`config.mk`:
```
export PLATFORM = sky130hd
export DESIGN_NAME = acs_sequencer
export DESIGN_NICKNAME = d
export VERILOG_FILES = /design/src/acs_pkg.sv /design/src/acs_sar.sv /design/src/acs_sequencer.sv
export SDC_FILE = /design/constraint.sdc
export NUM_CORES = 1
export LEC_CHECK = 0
export BUFFER_PORTS_ARGS = -buffer_cell sky130_fd_sc_hd__buf_2
export CELL_PAD_IN_SITES_DETAIL_PLACEMENT = 0
export CELL_PAD_IN_SITES_GLOBAL_PLACEMENT = 1
export CORE_ASPECT_RATIO = 1.2
export CORE_MARGIN = 10
export CORE_UTILIZATION = 42
export DETAILED_ROUTE_END_ITERATION = 8
export PLACE_DENSITY = 0.81
export SLEW_MARGIN = 10
export SYNTH_ARGS = -nofsm -noshare
export SYNTH_HDL_FRONTEND = slang
export SYNTH_SLANG_ARGS = --single-unit
```
`constraint.sdc`:
```
create_clock -name mclk -period 4.6 [get_ports mclk]
set_input_delay 0.46 -clock mclk [delete_from_list [all_inputs] [get_ports mclk]]
set_output_delay 0.46 -clock mclk [all_outputs]
set_load 0.005 [all_outputs]
```
`src/acs_pkg.sv`:
```
// Constants, register map and carrier types for the conversion sequencer
package acs_pkg;

  // Register byte offsets
  localparam logic [7:0] ADDR_MODE    = 8'h00;
  localparam logic [7:0] ADDR_CMD     = 8'h04;
  localparam logic [7:0] ADDR_RESULT  = 8'h08;
  localparam logic [7:0] ADDR_FLAG    = 8'h0C;
  localparam logic [7:0] ADDR_IRQ_EN  = 8'h10;
  localparam logic [7:0] ADDR_TRIG    = 8'h14;

  // Mode, result and trigger register fields
  localparam int MODE_DIS_BIT   = 0;
  localparam int MODE_DBG_LSB   = 1;
  localparam int RESULT_CMD_LSB = 16;
  localparam int TRIG_EDGE_BIT  = 0;
  localparam int TRIG_POL_BIT   = 1;

  // Conversion method encodings
  localparam logic [1:0] CM_RESET    = 2'h0;
  localparam logic [1:0] CM_PAUSE    = 2'h1;
  localparam logic [1:0] CM_TRIGGER  = 2'h2;
  localparam logic [1:0] CM_CONTINUE = 2'h3;

  // Reset values
  localparam logic       MODE_DIS_RST = 1'b1;
  localparam logic [1:0] DEBUG_RST    = 2'h0;

  // Successive approximation timing
  localparam int SAR_BITS    = 10;
  localparam int CLK_MHZ     = 40;
  localparam int STEP_NS     = 500;
  localparam int STEP_CYCLES = (STEP_NS * CLK_MHZ) / 1000;

  typedef struct packed {
    logic [3:0] channel;
    logic       per_command_irq;
    logic [1:0] conversion_method;
  } acs_cmd_t;

  typedef struct packed {
    logic queue_full_flag;
    logic queue_empty_flag;
    logic result_lost_flag;
    logic trigger_overrun_flag;
    logic paused_flag;
    logic complete_flag;
  } acs_flags_t;

  localparam int CMD_W  = $bits(acs_cmd_t);
  localparam int FLAG_W = $bits(acs_flags_t);

endpackage

```
`src/acs_sar.sv`:
```
// Successive approximation stepper driving the DAC code
`timescale 1ns/10ps
module acs_sar
  import acs_pkg::*;
(
  // Clock and reset
  input  wire logic                mclk,
  input  wire logic                rst,
  // Control
  input  wire logic                start,
  input  wire logic                abort,
  input  wire logic                cmp_above,
  // Status
  output logic                     done,
  output logic [SAR_BITS-1:0]      dac_code
);

  localparam logic [7:0] STEP_LAST = 8'(STEP_CYCLES - 1);

  logic                busy_q;
  logic [7:0]          cnt_q;
  logic [SAR_BITS-1:0] bit_q;

  always_ff @(posedge mclk) begin
    if (rst || abort) begin
      busy_q   <= 1'b0;
      cnt_q    <= 8'h00;
      bit_q    <= '0;
      dac_code <= '0;
      done     <= 1'b0;
    end else if (start) begin
      busy_q   <= 1'b1;
      cnt_q    <= 8'h00;
      bit_q    <= {1'b1, {(SAR_BITS-1){1'b0}}};
      dac_code <= {1'b1, {(SAR_BITS-1){1'b0}}};
      done     <= 1'b0;
    end else if (busy_q && cnt_q == STEP_LAST) begin
      // Keep trial bit if input above DAC, then try next bit
      cnt_q    <= 8'h00;
      bit_q    <= bit_q >> 1;
      dac_code <= (cmp_above ? dac_code : (dac_code & ~bit_q)) | (bit_q >> 1);
      busy_q   <= ~bit_q[0];
      done     <= bit_q[0];
    end else begin
      cnt_q    <= busy_q ? cnt_q + 8'h01 : 8'h00;
      done     <= 1'b0;
    end
  end

endmodule

```
`src/acs_sequencer.sv`:
```
// Conversion sequencer top: APB registers, command queue, control and flags
`timescale 1ns/10ps
module acs_sequencer
  import acs_pkg::*;
(
  // Clock and reset
  input  wire logic                mclk,
  input  wire logic                rst,
  // APB slave
  input  wire logic                psel,
  input  wire logic                penable,
  input  wire logic                pwrite,
  input  wire logic [7:0]          paddr,
  input  wire logic [31:0]         pwdata,
  output logic [31:0]              prdata,
  output logic                     pready,
  output logic                     pslverr,
  // Analog side
  input  wire logic                cmp_in,
  input  wire logic                ext_trigger,
  output logic [SAR_BITS-1:0]      dac_code,
  output logic [3:0]               channel_sel,
  output logic                     analog_enable,
  // DMA and interrupt
  output logic                     dma_cmd_req,
  output logic                     dma_result_req,
  output logic                     irq
);

  typedef enum logic [1:0] {
    ST_IDLE,
    ST_WAIT_TRIG,
    ST_CONVERT,
    ST_WAIT_CMD
  } acs_state_t;

  acs_state_t         state_q;
  acs_state_t         state_d;
  logic               mod_dis_q;
  logic [1:0]         debug_q;
  logic               trig_edge_q;
  logic               trig_pol_q;
  acs_cmd_t           queued_q;
  logic               queued_valid_q;
  acs_cmd_t           current_q;
  logic [31:0]        result_q;
  logic               result_unread_q;
  acs_flags_t         flags_q;
  logic [FLAG_W-1:0]  irq_en_q;
  logic               last_gi_q;
  logic               cmp_s1_q;
  logic               cmp_s2_q;
  logic               trg_s1_q;
  logic               trg_s2_q;
  logic               trg_hist_q;

  // Bus decode
  logic        acc;
  logic        wr_acc;
  logic        rd_acc;
  logic        setup;
  logic        mapped;
  acs_cmd_t    wr_cmd;
  logic        cmd_wr;
  logic        abort_wr;
  logic        start_wr;
  logic        result_rd;
  logic        flag_rd;
  logic        trig_lvl;
  logic        trig_edge;
  logic        trig_hit;
  logic        conv_done;
  logic        conv_start;
  logic        take_queue;
  logic        abort_all;
  logic        dis_wr;
  logic        queue_wr;
  logic [31:0] rd_mux;

  assign setup     = psel && !penable;
  assign acc       = psel && penable && pready;
  assign wr_acc    = acc && pwrite && !pslverr;
  assign rd_acc    = acc && !pwrite && !pslverr;
  assign wr_cmd    = acs_cmd_t'(pwdata[CMD_W-1:0]);
  assign cmd_wr    = wr_acc && paddr == ADDR_CMD;
  assign abort_wr  = cmd_wr && wr_cmd.conversion_method == CM_RESET;
  assign start_wr  = cmd_wr && !abort_wr && !mod_dis_q;
  assign result_rd = rd_acc && paddr == ADDR_RESULT;
  assign flag_rd   = rd_acc && paddr == ADDR_FLAG;
  assign mapped    = paddr == ADDR_MODE || paddr == ADDR_CMD || paddr == ADDR_RESULT ||
                     paddr == ADDR_FLAG || paddr == ADDR_IRQ_EN || paddr == ADDR_TRIG;
  // Disabling also drops everything in flight, from the write itself on
  assign dis_wr    = wr_acc && paddr == ADDR_MODE && pwdata[MODE_DIS_BIT];
  assign abort_all = abort_wr || dis_wr || mod_dis_q;
  // Command writes that fill the visible register rather than start at once
  assign queue_wr  = cmd_wr && !(state_q == ST_IDLE && start_wr);

  // Pin synchronisers
  always_ff @(posedge mclk) begin
    if (rst) begin
      cmp_s1_q   <= 1'b0;
      cmp_s2_q   <= 1'b0;
      trg_s1_q   <= 1'b0;
      trg_s2_q   <= 1'b0;
      trg_hist_q <= 1'b0;
    end else begin
      cmp_s1_q   <= cmp_in;
      cmp_s2_q   <= cmp_s1_q;
      trg_s1_q   <= ext_trigger;
      trg_s2_q   <= trg_s1_q;
      trg_hist_q <= trg_s2_q;
    end
  end

  // Trigger: polarity select, then edge or level
  assign trig_lvl  = trg_s2_q ^ ~trig_pol_q;
  assign trig_edge = trig_lvl && !(trg_hist_q ^ ~trig_pol_q);
  assign trig_hit  = trig_edge_q ? trig_edge : trig_lvl;

  // APB handshake: data registered in setup, ready in first access cycle
  always_comb begin
    rd_mux = 32'h0000_0000;
    case (paddr)
      ADDR_MODE:   rd_mux = {29'h0000_0000, debug_q, mod_dis_q};
      ADDR_CMD:    rd_mux = {{(32-CMD_W){1'b0}}, queued_q};
      ADDR_RESULT: rd_mux = result_q;
      ADDR_FLAG:   rd_mux = {{(32-FLAG_W){1'b0}}, flags_q};
      ADDR_IRQ_EN: rd_mux = {{(32-FLAG_W){1'b0}}, irq_en_q};
      ADDR_TRIG:   rd_mux = {30'h0000_0000, trig_pol_q, trig_edge_q};
      default:     rd_mux = 32'h0000_0000;
    endcase
  end

  always_ff @(posedge mclk) begin
    if (rst) begin
      prdata  <= 32'h0000_0000;
      pready  <= 1'b0;
      pslverr <= 1'b0;
    end else if (setup) begin
      prdata  <= pwrite ? 32'h0000_0000 : rd_mux;
      pready  <= 1'b1;
      pslverr <= !mapped;
    end else begin
      prdata  <= 32'h0000_0000;
      pready  <= 1'b0;
      pslverr <= 1'b0;
    end
  end

  // Software configuration registers
  always_ff @(posedge mclk) begin
    if (rst) begin
      mod_dis_q   <= MODE_DIS_RST;
      debug_q     <= DEBUG_RST;
      irq_en_q    <= '0;
      trig_edge_q <= 1'b1;
      trig_pol_q  <= 1'b1;
    end else if (wr_acc) begin
      if (paddr == ADDR_MODE) begin
        mod_dis_q <= pwdata[MODE_DIS_BIT];
        debug_q   <= pwdata[MODE_DBG_LSB +: 2];
      end
      if (paddr == ADDR_IRQ_EN) begin
        irq_en_q <= pwdata[FLAG_W-1:0];
      end
      if (paddr == ADDR_TRIG) begin
        trig_edge_q <= pwdata[TRIG_EDGE_BIT];
        trig_pol_q  <= pwdata[TRIG_POL_BIT];
      end
    end
  end

  // Converter block
  acs_sar u_sar (
    .mclk      (mclk),
    .rst       (rst),
    .start     (conv_start),
    .abort     (abort_all),
    .cmp_above (cmp_s2_q),
    .done      (conv_done),
    .dac_code  (dac_code)
  );

  // Conversion control, driven by the written, queued and current commands
  assign take_queue = state_q == ST_WAIT_CMD && queued_valid_q;
  always_comb begin
    state_d    = state_q;
    conv_start = 1'b0;
    case (state_q)
      ST_IDLE: begin
        if (start_wr) begin
          // Write is the trigger for methods 01 and 11
          state_d    = wr_cmd.conversion_method == CM_TRIGGER ? ST_WAIT_TRIG : ST_CONVERT;
          conv_start = wr_cmd.conversion_method != CM_TRIGGER;
        end
      end
      ST_WAIT_TRIG: begin
        if (trig_hit) begin
          state_d    = ST_CONVERT;
          conv_start = 1'b1;
        end
      end
      ST_CONVERT: begin
        if (conv_done) begin
          state_d = current_q.conversion_method == CM_PAUSE ? ST_IDLE : ST_WAIT_CMD;
        end
      end
      ST_WAIT_CMD: begin
        if (take_queue) begin
          state_d    = queued_q.conversion_method == CM_TRIGGER ? ST_WAIT_TRIG : ST_CONVERT;
          conv_start = queued_q.conversion_method != CM_TRIGGER;
        end
      end
      default: state_d = ST_IDLE;
    endcase
    if (abort_all) begin
      state_d    = ST_IDLE;
      conv_start = 1'b0;
    end
  end

  always_ff @(posedge mclk) begin
    if (rst) begin
      state_q <= ST_IDLE;
    end else begin
      state_q <= state_d;
    end
  end

  // Current command and queue
  always_ff @(posedge mclk) begin
    if (rst || abort_all) begin
      current_q      <= '0;
      queued_q       <= '0;
      queued_valid_q <= 1'b0;
    end else begin
      if (state_q == ST_IDLE && start_wr) begin
        current_q <= wr_cmd;
      end else if (take_queue) begin
        current_q <= queued_q;
      end
      // Visible register accepts the next command in any state but idle
      if (queue_wr) begin
        queued_q       <= wr_cmd;
        queued_valid_q <= 1'b1;
      end else if (take_queue) begin
        queued_valid_q <= 1'b0;
      end
    end
  end

  // Result register with command copy
  always_ff @(posedge mclk) begin
    if (rst) begin
      result_q        <= 32'h0000_0000;
      result_unread_q <= 1'b0;
      last_gi_q       <= 1'b0;
    end else if (conv_done && !abort_all) begin
      result_q <= {{(16-CMD_W){1'b0}}, current_q, {(16-SAR_BITS){1'b0}}, dac_code};
      result_unread_q <= 1'b1;
      last_gi_q       <= current_q.per_command_irq;
    end else if (result_rd) begin
      result_unread_q <= 1'b0;
    end
  end

  // DMA requests
  always_ff @(posedge mclk) begin
    if (rst || abort_all) begin
      dma_cmd_req    <= 1'b0;
      dma_result_req <= 1'b0;
    end else begin
      // A starting write is not a fetched command: it asks for the next one
      if (queue_wr) begin
        dma_cmd_req <= 1'b0;
      end else if (conv_start) begin
        dma_cmd_req <= 1'b1;
      end else if (conv_done && current_q.conversion_method == CM_PAUSE) begin
        dma_cmd_req <= 1'b0;
      end
      if (conv_done) begin
        dma_result_req <= 1'b1;
      end else if (result_rd) begin
        dma_result_req <= 1'b0;
      end
    end
  end

  // Sticky flags: set wins over read clear
  logic rd_clr;
  assign rd_clr = flag_rd && debug_q == 2'h0;

  always_ff @(posedge mclk) begin
    if (rst) begin
      flags_q <= '0;
    end else begin
      if (conv_done && current_q.per_command_irq) begin
        flags_q.complete_flag <= 1'b1;
      end else if (rd_clr) begin
        flags_q.complete_flag <= 1'b0;
      end
      if (conv_done && current_q.conversion_method == CM_PAUSE) begin
        flags_q.paused_flag <= 1'b1;
      end else if (rd_clr) begin
        flags_q.paused_flag <= 1'b0;
      end
      if (state_q == ST_CONVERT && current_q.conversion_method == CM_TRIGGER &&
          trig_edge_q && trig_edge) begin
        flags_q.trigger_overrun_flag <= 1'b1;
      end else if (rd_clr) begin
        flags_q.trigger_overrun_flag <= 1'b0;
      end
      if (conv_done && result_unread_q && !result_rd) begin
        flags_q.result_lost_flag <= 1'b1;
      end else if (rd_clr) begin
        flags_q.result_lost_flag <= 1'b0;
      end
      // Queue flags track the queue, not cleared by read
      if (conv_done && !queued_valid_q) begin
        flags_q.queue_empty_flag <= 1'b1;
      end else if (cmd_wr || abort_all) begin
        flags_q.queue_empty_flag <= 1'b0;
      end
      flags_q.queue_full_flag <= state_d == ST_CONVERT &&
                                 (queued_valid_q || (cmd_wr && state_q == ST_CONVERT)) &&
                                 !take_queue && !abort_all;
    end
  end

  // Shared interrupt line
  always_ff @(posedge mclk) begin
    if (rst) begin
      irq <= 1'b0;
    end else begin
      irq <= |({flags_q[FLAG_W-1:1], flags_q.complete_flag & last_gi_q} & irq_en_q);
    end
  end

  // Analog side outputs
  always_ff @(posedge mclk) begin
    if (rst) begin
      channel_sel   <= 4'h0;
      analog_enable <= 1'b0;
    end else begin
      channel_sel   <= current_q.channel;
      analog_enable <= !mod_dis_q;
    end
  end

endmodule

```
==> run metrics, run 1 <==
final setup fails=0; # rows=42; outcome=completed; Post-CTS Hold Buffers=0; Post-synth EDFFs=0; WHS=264 ps; nets=597; first-pass GRT wire length=19.0 mm; H-tree depth=4; FF+latch count, synth=114; clk_skew=9.82 ps; CTS tree=yes; Core Region=10900 um^2; GP Congestion=0.849; Synth top cells by count=dfxtp_1 (114), nor2_1 (60), nand2_1 (49), mux2i_1 (34), a21oi_1 (26); Via density=5.27; Skew-Pair Late Insertion Delay=410 ps; Horiz. Die Dim=116 um; crit path cell chain=buf_2 -> or4b_1 -> nor2_4 -> o2111ai_1 -> o211ai_1 -> nor2b_1; WS Path Type=input port to register; Die Ht=135 um; antenna cells=0; grt total ovfl=0; Die ar.=15700 um^2; Gate Count Post-Synth=495; FF-to-FF path depth=6; Avg Cell Area, Syn=9.38 um^2; routed len/inst=16.8 um; static leakage=2.12 nW; most frequent cell after synthesis=dfxtp_1; MaxCap Viol Count=0; PortBufs=58; final worst slack=2190 ps; Yosys warnings=0; Critical path buffers and inverters=1; Hold Path Class=input port to register; sequential area share after synthesis=49.2%; Worst path slowest cell=or4b_1; First-pass DRT Iterations=4; Setup Buffers After CTS=0; via count=3654; Mapped Area=4640 um^2; Fin. Hold Viols=0; worst slack at placement=1730 ps; Yosys top cell area share=49.2%; vias in the first global route=3730; Hold Path End=trg_s1_q; Crit path depth=6; antenna violations before repair=0; Post-CTS Resized=0; CP Data Arrival Time=2760 ps; setup tns final=0 ps; Clk pin slew, worst setup/hold paths=50 ps; RSZ-0062 raised after global routing=false; R2R Path End=state_q[0]; # clock sinks=114; Max Clock Freq=0.414 GHz; Worst path top cell family by delay=simple AND/OR/NAND/NOR gates; worst hold start=ext_trigger; overall power=0.00237 W; Final min period=2410 ps; ys async rst share=0%; post-synth cell types=57; pwr dens=428 nW/um^2; CTS root buf=clkbuf_16; largest area contributor in the netlist=dfxtp_1; crit start category=input port; Max FO, Critical Path=15; Pins Over Slew Limit=0; predominant post-synthesis flop cell=dfxtp_1; VDD IR max=203 uV; worst path required time=4940 ps; hold path cells=2; GRT Total Usage=15.4%; period utilization=52.5%; number of remaining DRC errors=0; Num CTS Buffers=17; max incr delay on CP=680 ps; HPWL after detailed placement=8.21 mm; slew of the pin with the lowest slew margin=1180 ps; Area contributors post-synth=dfxtp_1 (49%), mux2i_1 (7.3%), nor2_1 (4.9%), nand2_1 (4.0%), a21oi_1 (2.8%); layout cells sized above 1=20.1%; Total Wirelength=11.6 mm; starting density of the core=42.5%; Area Overhead vs Synth=19.2%; antenna viol nets, final=0; CP endpoint kind=register; clk buf depth=2; initial detailed-routing violation count=201; r2r startpoint=pslverr; reg2reg setup slack=2240 ps; largest net degree at the start of global routing=48; worst rel slew slack=21.4%; Ports=99
cell families (layout without fill, tap and decap cells):
family          Yosys count  in the layout  synth area share [%]
fa+ha+maj                 1              1                 0.270
mux                      36             36                  8.47
buf+inv                  59            111                  7.04
xor+xnor                  6              6                  1.13
compound gates           87             87                  12.9
other cells               1             15                0.0808
simple gates            191            191                  20.9
flops                   114            114                  49.2
state kept, by name, summed over array words and instances, names as in the netlist, 4 cells and up:
signal          count
flags_q             6
u_sar.cnt_q         8
current_q           7
u_sar.bit_q        10
result_q           17
u_sar.dac_code     10
queued_q            7
irq_en_q            6
prdata             17
channel_sel         4
routing by layer:
metal | track usage [%] | share of wire [%] | wire, um
met1 | 18.0 | 44 | 5100
met5 | 0 | 0 | 0
met2 | 25.6 | 49 | 5740
met3 | 4.08 | 5.4 | 632
met4 | 7.45 | 1.2 | 138
worst max-delay path by stage:
stage                         from                end  slack [ps]
after global routing      paddr[4]         flags_q[2]        1950
after floorplan           paddr[2]  u_sar.dac_code[0]        2340
after detailed placement  paddr[4]         flags_q[3]        1730
after CTS                 paddr[4]         flags_q[3]        2160
final                     paddr[3]         state_q[0]        2190
after global placement    paddr[2]         flags_q[5]        1810
cell type report:
class                      count  area (um^2)
clock buffer                  22          474
clock inverter                 9          130
fill                        1019         5400
inverter                      17         63.8
multi-input combinational    336         2090
sequential                   114         2280
tap                          132          165
timing repair buffer          63          328
layout by cell type (no fill, tap or decap), drive strengths merged, types with 3 or more instances in the layout:
| master | Yosys | layout |
|---|---|---|
| nand2 | 49 | 49 |
| xnor2 | 3 | 3 |
| a22oi | 10 | 10 |
| a211oi | 9 | 9 |
| clkbuf | 16 | 22 |
| nand3 | 14 | 14 |
| inv | 17 | 17 |
| nor2b | 13 | 13 |
| and3 | 16 | 16 |
| conb | 1 | 15 |
| a21oi | 36 | 36 |
| mux2i | 34 | 34 |
| or4 | 3 | 3 |
| nor4 | 4 | 4 |
| buf | 26 | 63 |
| a211o | 3 | 3 |
| bufinv | 0 | 3 |
| or3 | 3 | 3 |
| o21ai | 13 | 13 |
| xor2 | 3 | 3 |
| clkinv | 0 | 5 |
| nor2 | 61 | 61 |
| a31oi | 4 | 4 |
| nor3 | 5 | 5 |
| dfxtp | 114 | 114 |
| nand2b | 6 | 6 |
report_power, final:
| group | switching [W] | internal (W) |
|---|---|---|
| clock network | 0.000443 | 0.000890 |
| registers | 0.00000105 | 0.000991 |
| logic | 0.0000309 | 0.0000155 |
worst register-to-register path: stages (launching register included):
cell and delay [ps]:
dfxtp_1 300, nand4b_1 360, nor2_1 200, buf_4 220, o2111ai_1 580, o211ai_1 470
nor2b_1 160
per-stage QoR:
stage	utilization (%)	cells	instance area, um^2
2_1_floorplan	-	509	4690
3_3_place_gp	45.1	662	4930
3_5_place_dp	45.1	662	4930
4_1_cts	50.6	693	5530
5_1_grt	50.6	693	5530
6_report	50.6	693	5530
(Power assumes the default switching activity.)
==> run 2: changes to the inputs <==
Settings changed: ABC_AREA set to 1, CORE_UTILIZATION 42 to 40, PLACE_DENSITY 0.81 to 0.8.
Clock period 4.6 ns to 2.45 ns, I/O delays scaled along.
==> run metrics, run 2 <==
period utilization=74.2%; vias in the first global route=4284 (was 3730); Area contributors post-synth=dfxtp_1 (45%), nand2_1 (12%), nor2_1 (9.1%), inv_1 (6.3%), nand3_1 (3.1%) (was dfxtp_1 (49%), mux2i_1 (7.3%), nor2_1 (4.9%), nand2_1 (4.0%), a21oi_1 (2.8%)); PortBufs=58 (unchanged); antenna cells=0 (unchanged); combinational share of power=2.0% (about the same); predominant post-synthesis flop cell=dfxtp_1 (unchanged); antenna viol nets, final=0 (unchanged); outcome=completed (unchanged); Yosys warnings=0 (unchanged); number of remaining DRC errors=0 (unchanged); Die ar.=17700 um^2 (was 15700 um^2); via count=4337 (was 3654); GP Congestion=0.892 (was 0.849); Num CTS Buffers=17 (unchanged); RSZ-0062 raised after global routing=false (unchanged); layout cells sized above 1=18.0% (was 20.1%); starting density of the core=40.6% (was 42.5%); Post-synth EDFFs=0 (unchanged); # clock sinks=114 (unchanged); MaxCap Viol Count=0 (unchanged); crit start category=register (was input port); CP Data Arrival Time=2090 ps (was 2760 ps); static leakage=2.78 nW (was 2.12 nW); Post-CTS Hold Buffers=0 (unchanged); Gate Count Post-Synth=694 (was 495); HPWL after detailed placement=9.62 mm (was 8.21 mm); Synth top cells by count=nand2_1 (158), nor2_1 (124), dfxtp_1 (114), inv_1 (86), nand3_1 (32) (was dfxtp_1 (114), nor2_1 (60), nand2_1 (49), mux2i_1 (34), a21oi_1 (26)); ys async rst share=0% (unchanged); Area Overhead vs Synth=19.3% (was 19.2%); nets=806 (was 597); slew of the pin with the lowest slew margin=515 ps (was 1180 ps); P_int=0.00366 W (was 0.00190 W); WS Path Type=register to register (was input port to register); CTS root buf=clkbuf_16 (unchanged); grt total ovfl=0 (unchanged); Core Region=12600 um^2 (was 10900 um^2); # rows=45 (was 42); setup tns final=0 ps (unchanged); worst path required time=2720 ps (was 4940 ps); CP endpoint kind=register (unchanged); overall power=0.00454 W (was 0.00237 W); Clk pin slew, worst setup/hold paths=50 ps (about the same); Yosys top cell area share=44.7% (was 49.2%); final setup fails=0 (unchanged); Ports=99 (unchanged); GRT Total Usage=15.0% (was 15.4%); Max FO, Critical Path=11 (was 15); Horiz. Die Dim=123 um (was 116 um); CTS tree=yes (unchanged); clk buf depth=2 (unchanged); met1 usage=15.7% (was 18.0%); First-pass DRT Iterations=5 (was 4); sequential area share after synthesis=44.7% (was 49.2%); FF+latch count, synth=114 (unchanged); clk_skew=8.35 ps (was 9.82 ps); switching share of power=19.5% (was 20.0%); post-route insts no fill=935 (was 693); most frequent cell after synthesis=nand2_1 (was dfxtp_1); VDD IR max=416 uV (was 203 uV); initial detailed-routing violation count=183 (was 201); largest area contributor in the netlist=dfxtp_1 (unchanged); pwr dens=746 nW/um^2 (was 428 nW/um^2); routed len/inst=13.7 um (was 16.8 um); Via density=4.64 (was 5.27); Skew-Pair Late Insertion Delay=410 ps (about the same); reg2reg setup slack=630 ps (was 2240 ps); Pins Over Slew Limit=0 (unchanged); busiest grt layer=met2 (unchanged); most common cell after layout, fill and taps aside=nand2_1 (was dfxtp_1); sequential share of power=41.0% (was 41.8%); met2 Resource Use GR=27.2% (was 25.6%); post-synth cell types=39 (was 57); Total Wirelength=12.8 mm (was 11.6 mm); H-tree depth=4 (unchanged); Post-CTS Resized=0 (unchanged); Setup Buffers After CTS=0 (unchanged); commonest non-fill, non-tap cells in the layout=nand2_1 (158), nor2_1 (124), dfxtp_1 (114), inv_1 (86), buf_2 (58) (was dfxtp_1 (114), nor2_1 (60), buf_2 (58), nand2_1 (49), mux2i_1 (34)); first-pass GRT wire length=20.8 mm (was 19.0 mm); WHS=46.0 ps (was 264 ps); Die Ht=144 um (was 135 um); antenna violations before repair=0 (unchanged); Regs by FF count=prdata (17), result_q (17) (unchanged); largest net degree at the start of global routing=36 (was 48); Hold Path Class=input port to register (unchanged); placed insts=903 (was 662); post-layout instance area=6090 um^2 (was 5530 um^2); Placed Instance Area=5460 um^2 (was 4930 um^2); met3 usage in global routing=4.87% (was 4.08%); switching power total=0.000886 W (was 0.000475 W); Max Clock Freq=0.550 GHz; Mapped Area=5100 um^2 (was 4640 um^2); Final min period=1820 ps; worst rel slew slack=65.5% (was 21.4%); Fin. Hold Viols=0 (unchanged); Avg Cell Area, Syn=7.35 um^2 (was 9.38 um^2); Clk pwr share=57.0% (was 56.2%)
[run 2: power groups by stage]
stage                     registers (W)  logic (W)  clock network, W
after floorplan                 0.00190  0.0000650                 0
after global placement          0.00190  0.0000875                 0
after detailed placement        0.00190  0.0000896                 0
after CTS                       0.00186  0.0000901           0.00263
after global routing            0.00186   0.000101           0.00272
final                           0.00186  0.0000901           0.00259
[run 2: cell families (layout without fill, tap and decap cells)]
kind of cell / Yosys count / in the layout / share of synthesized area (%)
AND/OR/NAND/NOR: 371 / 371 / 34.3
buffers and inverters: 126 / 189 / 11.4
flip-flops: 114 / 114 / 44.7
AO/OA/AOI/OAI: 75 / 75 / 8.24
XOR/XNOR: 6 / 6 / 1.03
adder cells (fa/ha/maj): 1 / 1 / 0.245
other: 1 / 15 / 0.0735
[run 2: worst max-delay path, stage by stage, from the launching register on]
cell and delay (ps):
dfxtp_1 370, ha_1 210, inv_1 60, nor4_1 290, nand2_1 120, inv_1 300, nand2_1 180, nand2_1 100
a21oi_1 60
[run 2: per-stage QoR]
| stage | setup WS, ps | utilization, % |
|---|---|---|
| floorplan | 846 | - |
| global placement | 607 | 43.5 |
| detailed placement | 581 | 43.5 |
| CTS | 598 | 48.5 |
| global route | 413 | 48.5 |
| finish | 633 | 48.5 |
[run 2: final cells by class]
| class | count | area, um^2 |
|---|---|---|
| clock buffer | 21 | 470 |
| tap | 164 | 205 |
| multi-input combinational | 468 | 2290 |
| fill | 1295 | 6470 |
| sequential | 114 | 2280 |
| timing repair buffer | 62 | 320 |
| clock inverter | 11 | 158 |
| inverter | 95 | 359 |
[run 2: layer usage]
metal / wire length [um] / part of all wire [%] / vias to the layer above
met2: 6780 / 53 / 77
li1: - / - / 2250
met4: 228 / 1.8 / 0
met3: 664 / 5.2 / 15
met1: 5110 / 40 / 1995
met5: 0 / 0 / -
[run 2: final timing paths]
path	depth (start not counted)	from	endpoint
worst min-delay path	3	ext_trigger	trg_s1_q
worst max-delay path	8	u_sar.cnt_q[0]	u_sar.busy_q
worst min register to register	2	trg_s1_q	trg_s2_q
worst max register to register	8	u_sar.cnt_q[0]	u_sar.busy_q
==> run 3: changes to the inputs <==
Clock period 2.45 ns to 1.8 ns, I/O delays scaled along.
==> run metrics, run 3 (synthesized netlist as in run 2, its figures left out) <==
GRT Total Usage=15.0% (about the same); CP Capture Point=u_sar.bit_q[5] (was u_sar.busy_q); Horiz. Die Dim=123 um (unchanged); Fin. Hold Viols=0 (unchanged); Die Ht=144 um (unchanged); WS Path Type=register to register (unchanged); Num CTS Buffers=17 (unchanged); MaxCap Viol Count=0 (unchanged); Core Region=12600 um^2 (unchanged); vias in the first global route=4318 (was 4284); Worst path slowest cell=dfxtp_1 (unchanged); grt total ovfl=0 (unchanged); antenna violations before repair=0 (unchanged); pwr dens=1010 nW/um^2 (was 746 nW/um^2); Skew-Pair Late Insertion Delay=410 ps (about the same); GP Congestion=0.868 (was 0.892); Die ar.=17700 um^2 (unchanged); first-pass GRT wire length=20.7 mm (was 20.8 mm); Clk pin slew, worst setup/hold paths=50 ps (about the same); setup tns final=0 ps (unchanged); Crit path depth=8 (unchanged); via count=4408 (was 4337); crit start category=register (unchanged); nets=820 (was 806); largest net degree at the start of global routing=36 (unchanged); Worst path top cell family by delay=simple AND/OR/NAND/NOR gates (unchanged); reg2reg setup slack=160 ps (was 630 ps); First-pass DRT Iterations=4 (was 5); static leakage=2.82 nW (was 2.78 nW); clk buf depth=2 (unchanged); starting density of the core=40.6% (unchanged); Pins Over Slew Limit=0 (unchanged); CP Data Arrival Time=1940 ps (was 2090 ps); CP most frequent cell=nand2_8 (was nand2_1); # rows=45 (unchanged); worst path required time=2100 ps (was 2720 ps); Ports=99 (unchanged); RSZ-0062 raised after global routing=false (unchanged); layout cells sized above 1=19.4% (was 18.0%); crit path from=pready (was u_sar.cnt_q[0]); Max Clock Freq=0.609 GHz (was 0.550 GHz); number of remaining DRC errors=0 (unchanged); Area Overhead vs Synth=22.3% (was 19.3%); # clock sinks=114 (unchanged); Regs by FF count=prdata (17), result_q (17) (unchanged); WHS=24.9 ps (was 46.0 ps); clk_skew=7.44 ps (was 8.35 ps); final setup fails=0 (unchanged); initial detailed-routing violation count=237 (was 183); CTS root buf=clkbuf_16 (unchanged); PortBufs=58 (unchanged); Via density=4.64 (about the same); r2r startpoint=pready (was u_sar.cnt_q[0]); HPWL after detailed placement=9.69 mm (was 9.62 mm); VDD IR max=650 uV (was 416 uV); fill count=1264 (was 1295); period utilization=91.2% (was 74.2%); R2R Path End=u_sar.bit_q[5] (was u_sar.busy_q); commonest non-fill, non-tap cells in the layout=nand2_1 (158), nor2_1 (124), dfxtp_1 (114), inv_1 (85), buf_2 (58) (was nand2_1 (158), nor2_1 (124), dfxtp_1 (114), inv_1 (86), buf_2 (58)); Total Wirelength=12.8 mm (about the same); CTS tree=yes (unchanged); Critical path buffers and inverters=0 (was 2); most common cell after layout, fill and taps aside=nand2_1 (unchanged); Max FO, Critical Path=19 (was 11); FF-to-FF path depth=8 (unchanged); outcome=completed (unchanged); antenna viol nets, final=0 (unchanged); H-tree depth=4 (unchanged); antenna cells=0 (unchanged); Hold Path Class=input port to register (unchanged); routed len/inst=13.5 um (was 13.7 um); Final min period=1640 ps (was 1820 ps); max incr delay on CP=330 ps (was 370 ps); crit path cell chain=nand3_1 -> nand2b_2 -> nor2_8 -> nand4_2 -> nand2_2 -> nand2_8 -> nand2_8 -> nor2_1 (was ha_1 -> inv_1 -> nor4_1 -> nand2_1 -> inv_1 -> nand2_1 -> nand2_1 -> a21oi_1); CP endpoint kind=register (unchanged)
## run 3: cell count changes in the layout (fill, tap and decap cells not counted), moves of 2 or more
cell	previous run	this run
dlygate4sd3_1	0	2
buf_4	4	15
clkbuf_1	1	3
clkinv_2	6	3
## run 3: worst register-to-register path, delay by kind of cell (launching register included)
family	cells	cell delay [ps]
AND/OR/NAND/NOR	8	1210
flip-flops	1	330
## run 3: worst min-delay path by stage
stage,from,to,depth (start not counted)
detailed placement,ext_trigger,trg_s1_q,3
global placement,ext_trigger,trg_s1_q,3
global route,pwdata[1],trig_pol_q,3
CTS,pwdata[6],queued_q[6],3
floorplan,cmp_in,cmp_s1_q,2
finish,pwdata[6],queued_q[6],3
## run 3: timing repair
item                       CTS  global route
hold buffers                 2             0
hold endpoints to repair     2             0
buffers inserted             0             0
setup endpoints to repair    0            45
resized for setup            0             7
## run 3: cell type report
class                           instances  area [um^2]  area share, %
Multi-Input combinational cell        468         2320           37.1
Sequential cell                       114         2280           36.6
Clock buffer                           22          464           7.43
Timing Repair Buffer                   76          434           6.95
Inverter                               95          359           5.75
Tap cell                              164          205           3.29
Clock inverter                         10          180           2.89
## run 3: where the power goes
part	internal (W)	switching [W]
sequential	0.00253	0.00000323
combinational	0.0000389	0.0000866
clock	0.00252	0.00113
total	0.00509	0.00122
## run 3: routing by layer
metal  global-route usage, %  vias to the layer above  part of all wire [%]
met1                    15.2                     1977                    39
met4                    8.47                        0                   3.8
li1                        -                     2287                     -
met2                    26.6                      110                    51
met5                       0                        -                     0
met3                    4.71                       34                   5.7
## run 3: per-stage QoR
step	util, %	total power (W)	area, um^2	worst slack (ps)	instances
detailed placement	44.2	0.00271	5550	42.6	915
finish	49.7	0.00631	6240	159	949
floorplan	-	0.00268	5160	196	708
CTS	49.5	0.00637	6210	48.5	949
global route	49.7	0.00651	6240	18.3	949
global placement	44.2	0.00271	5550	86.5	915
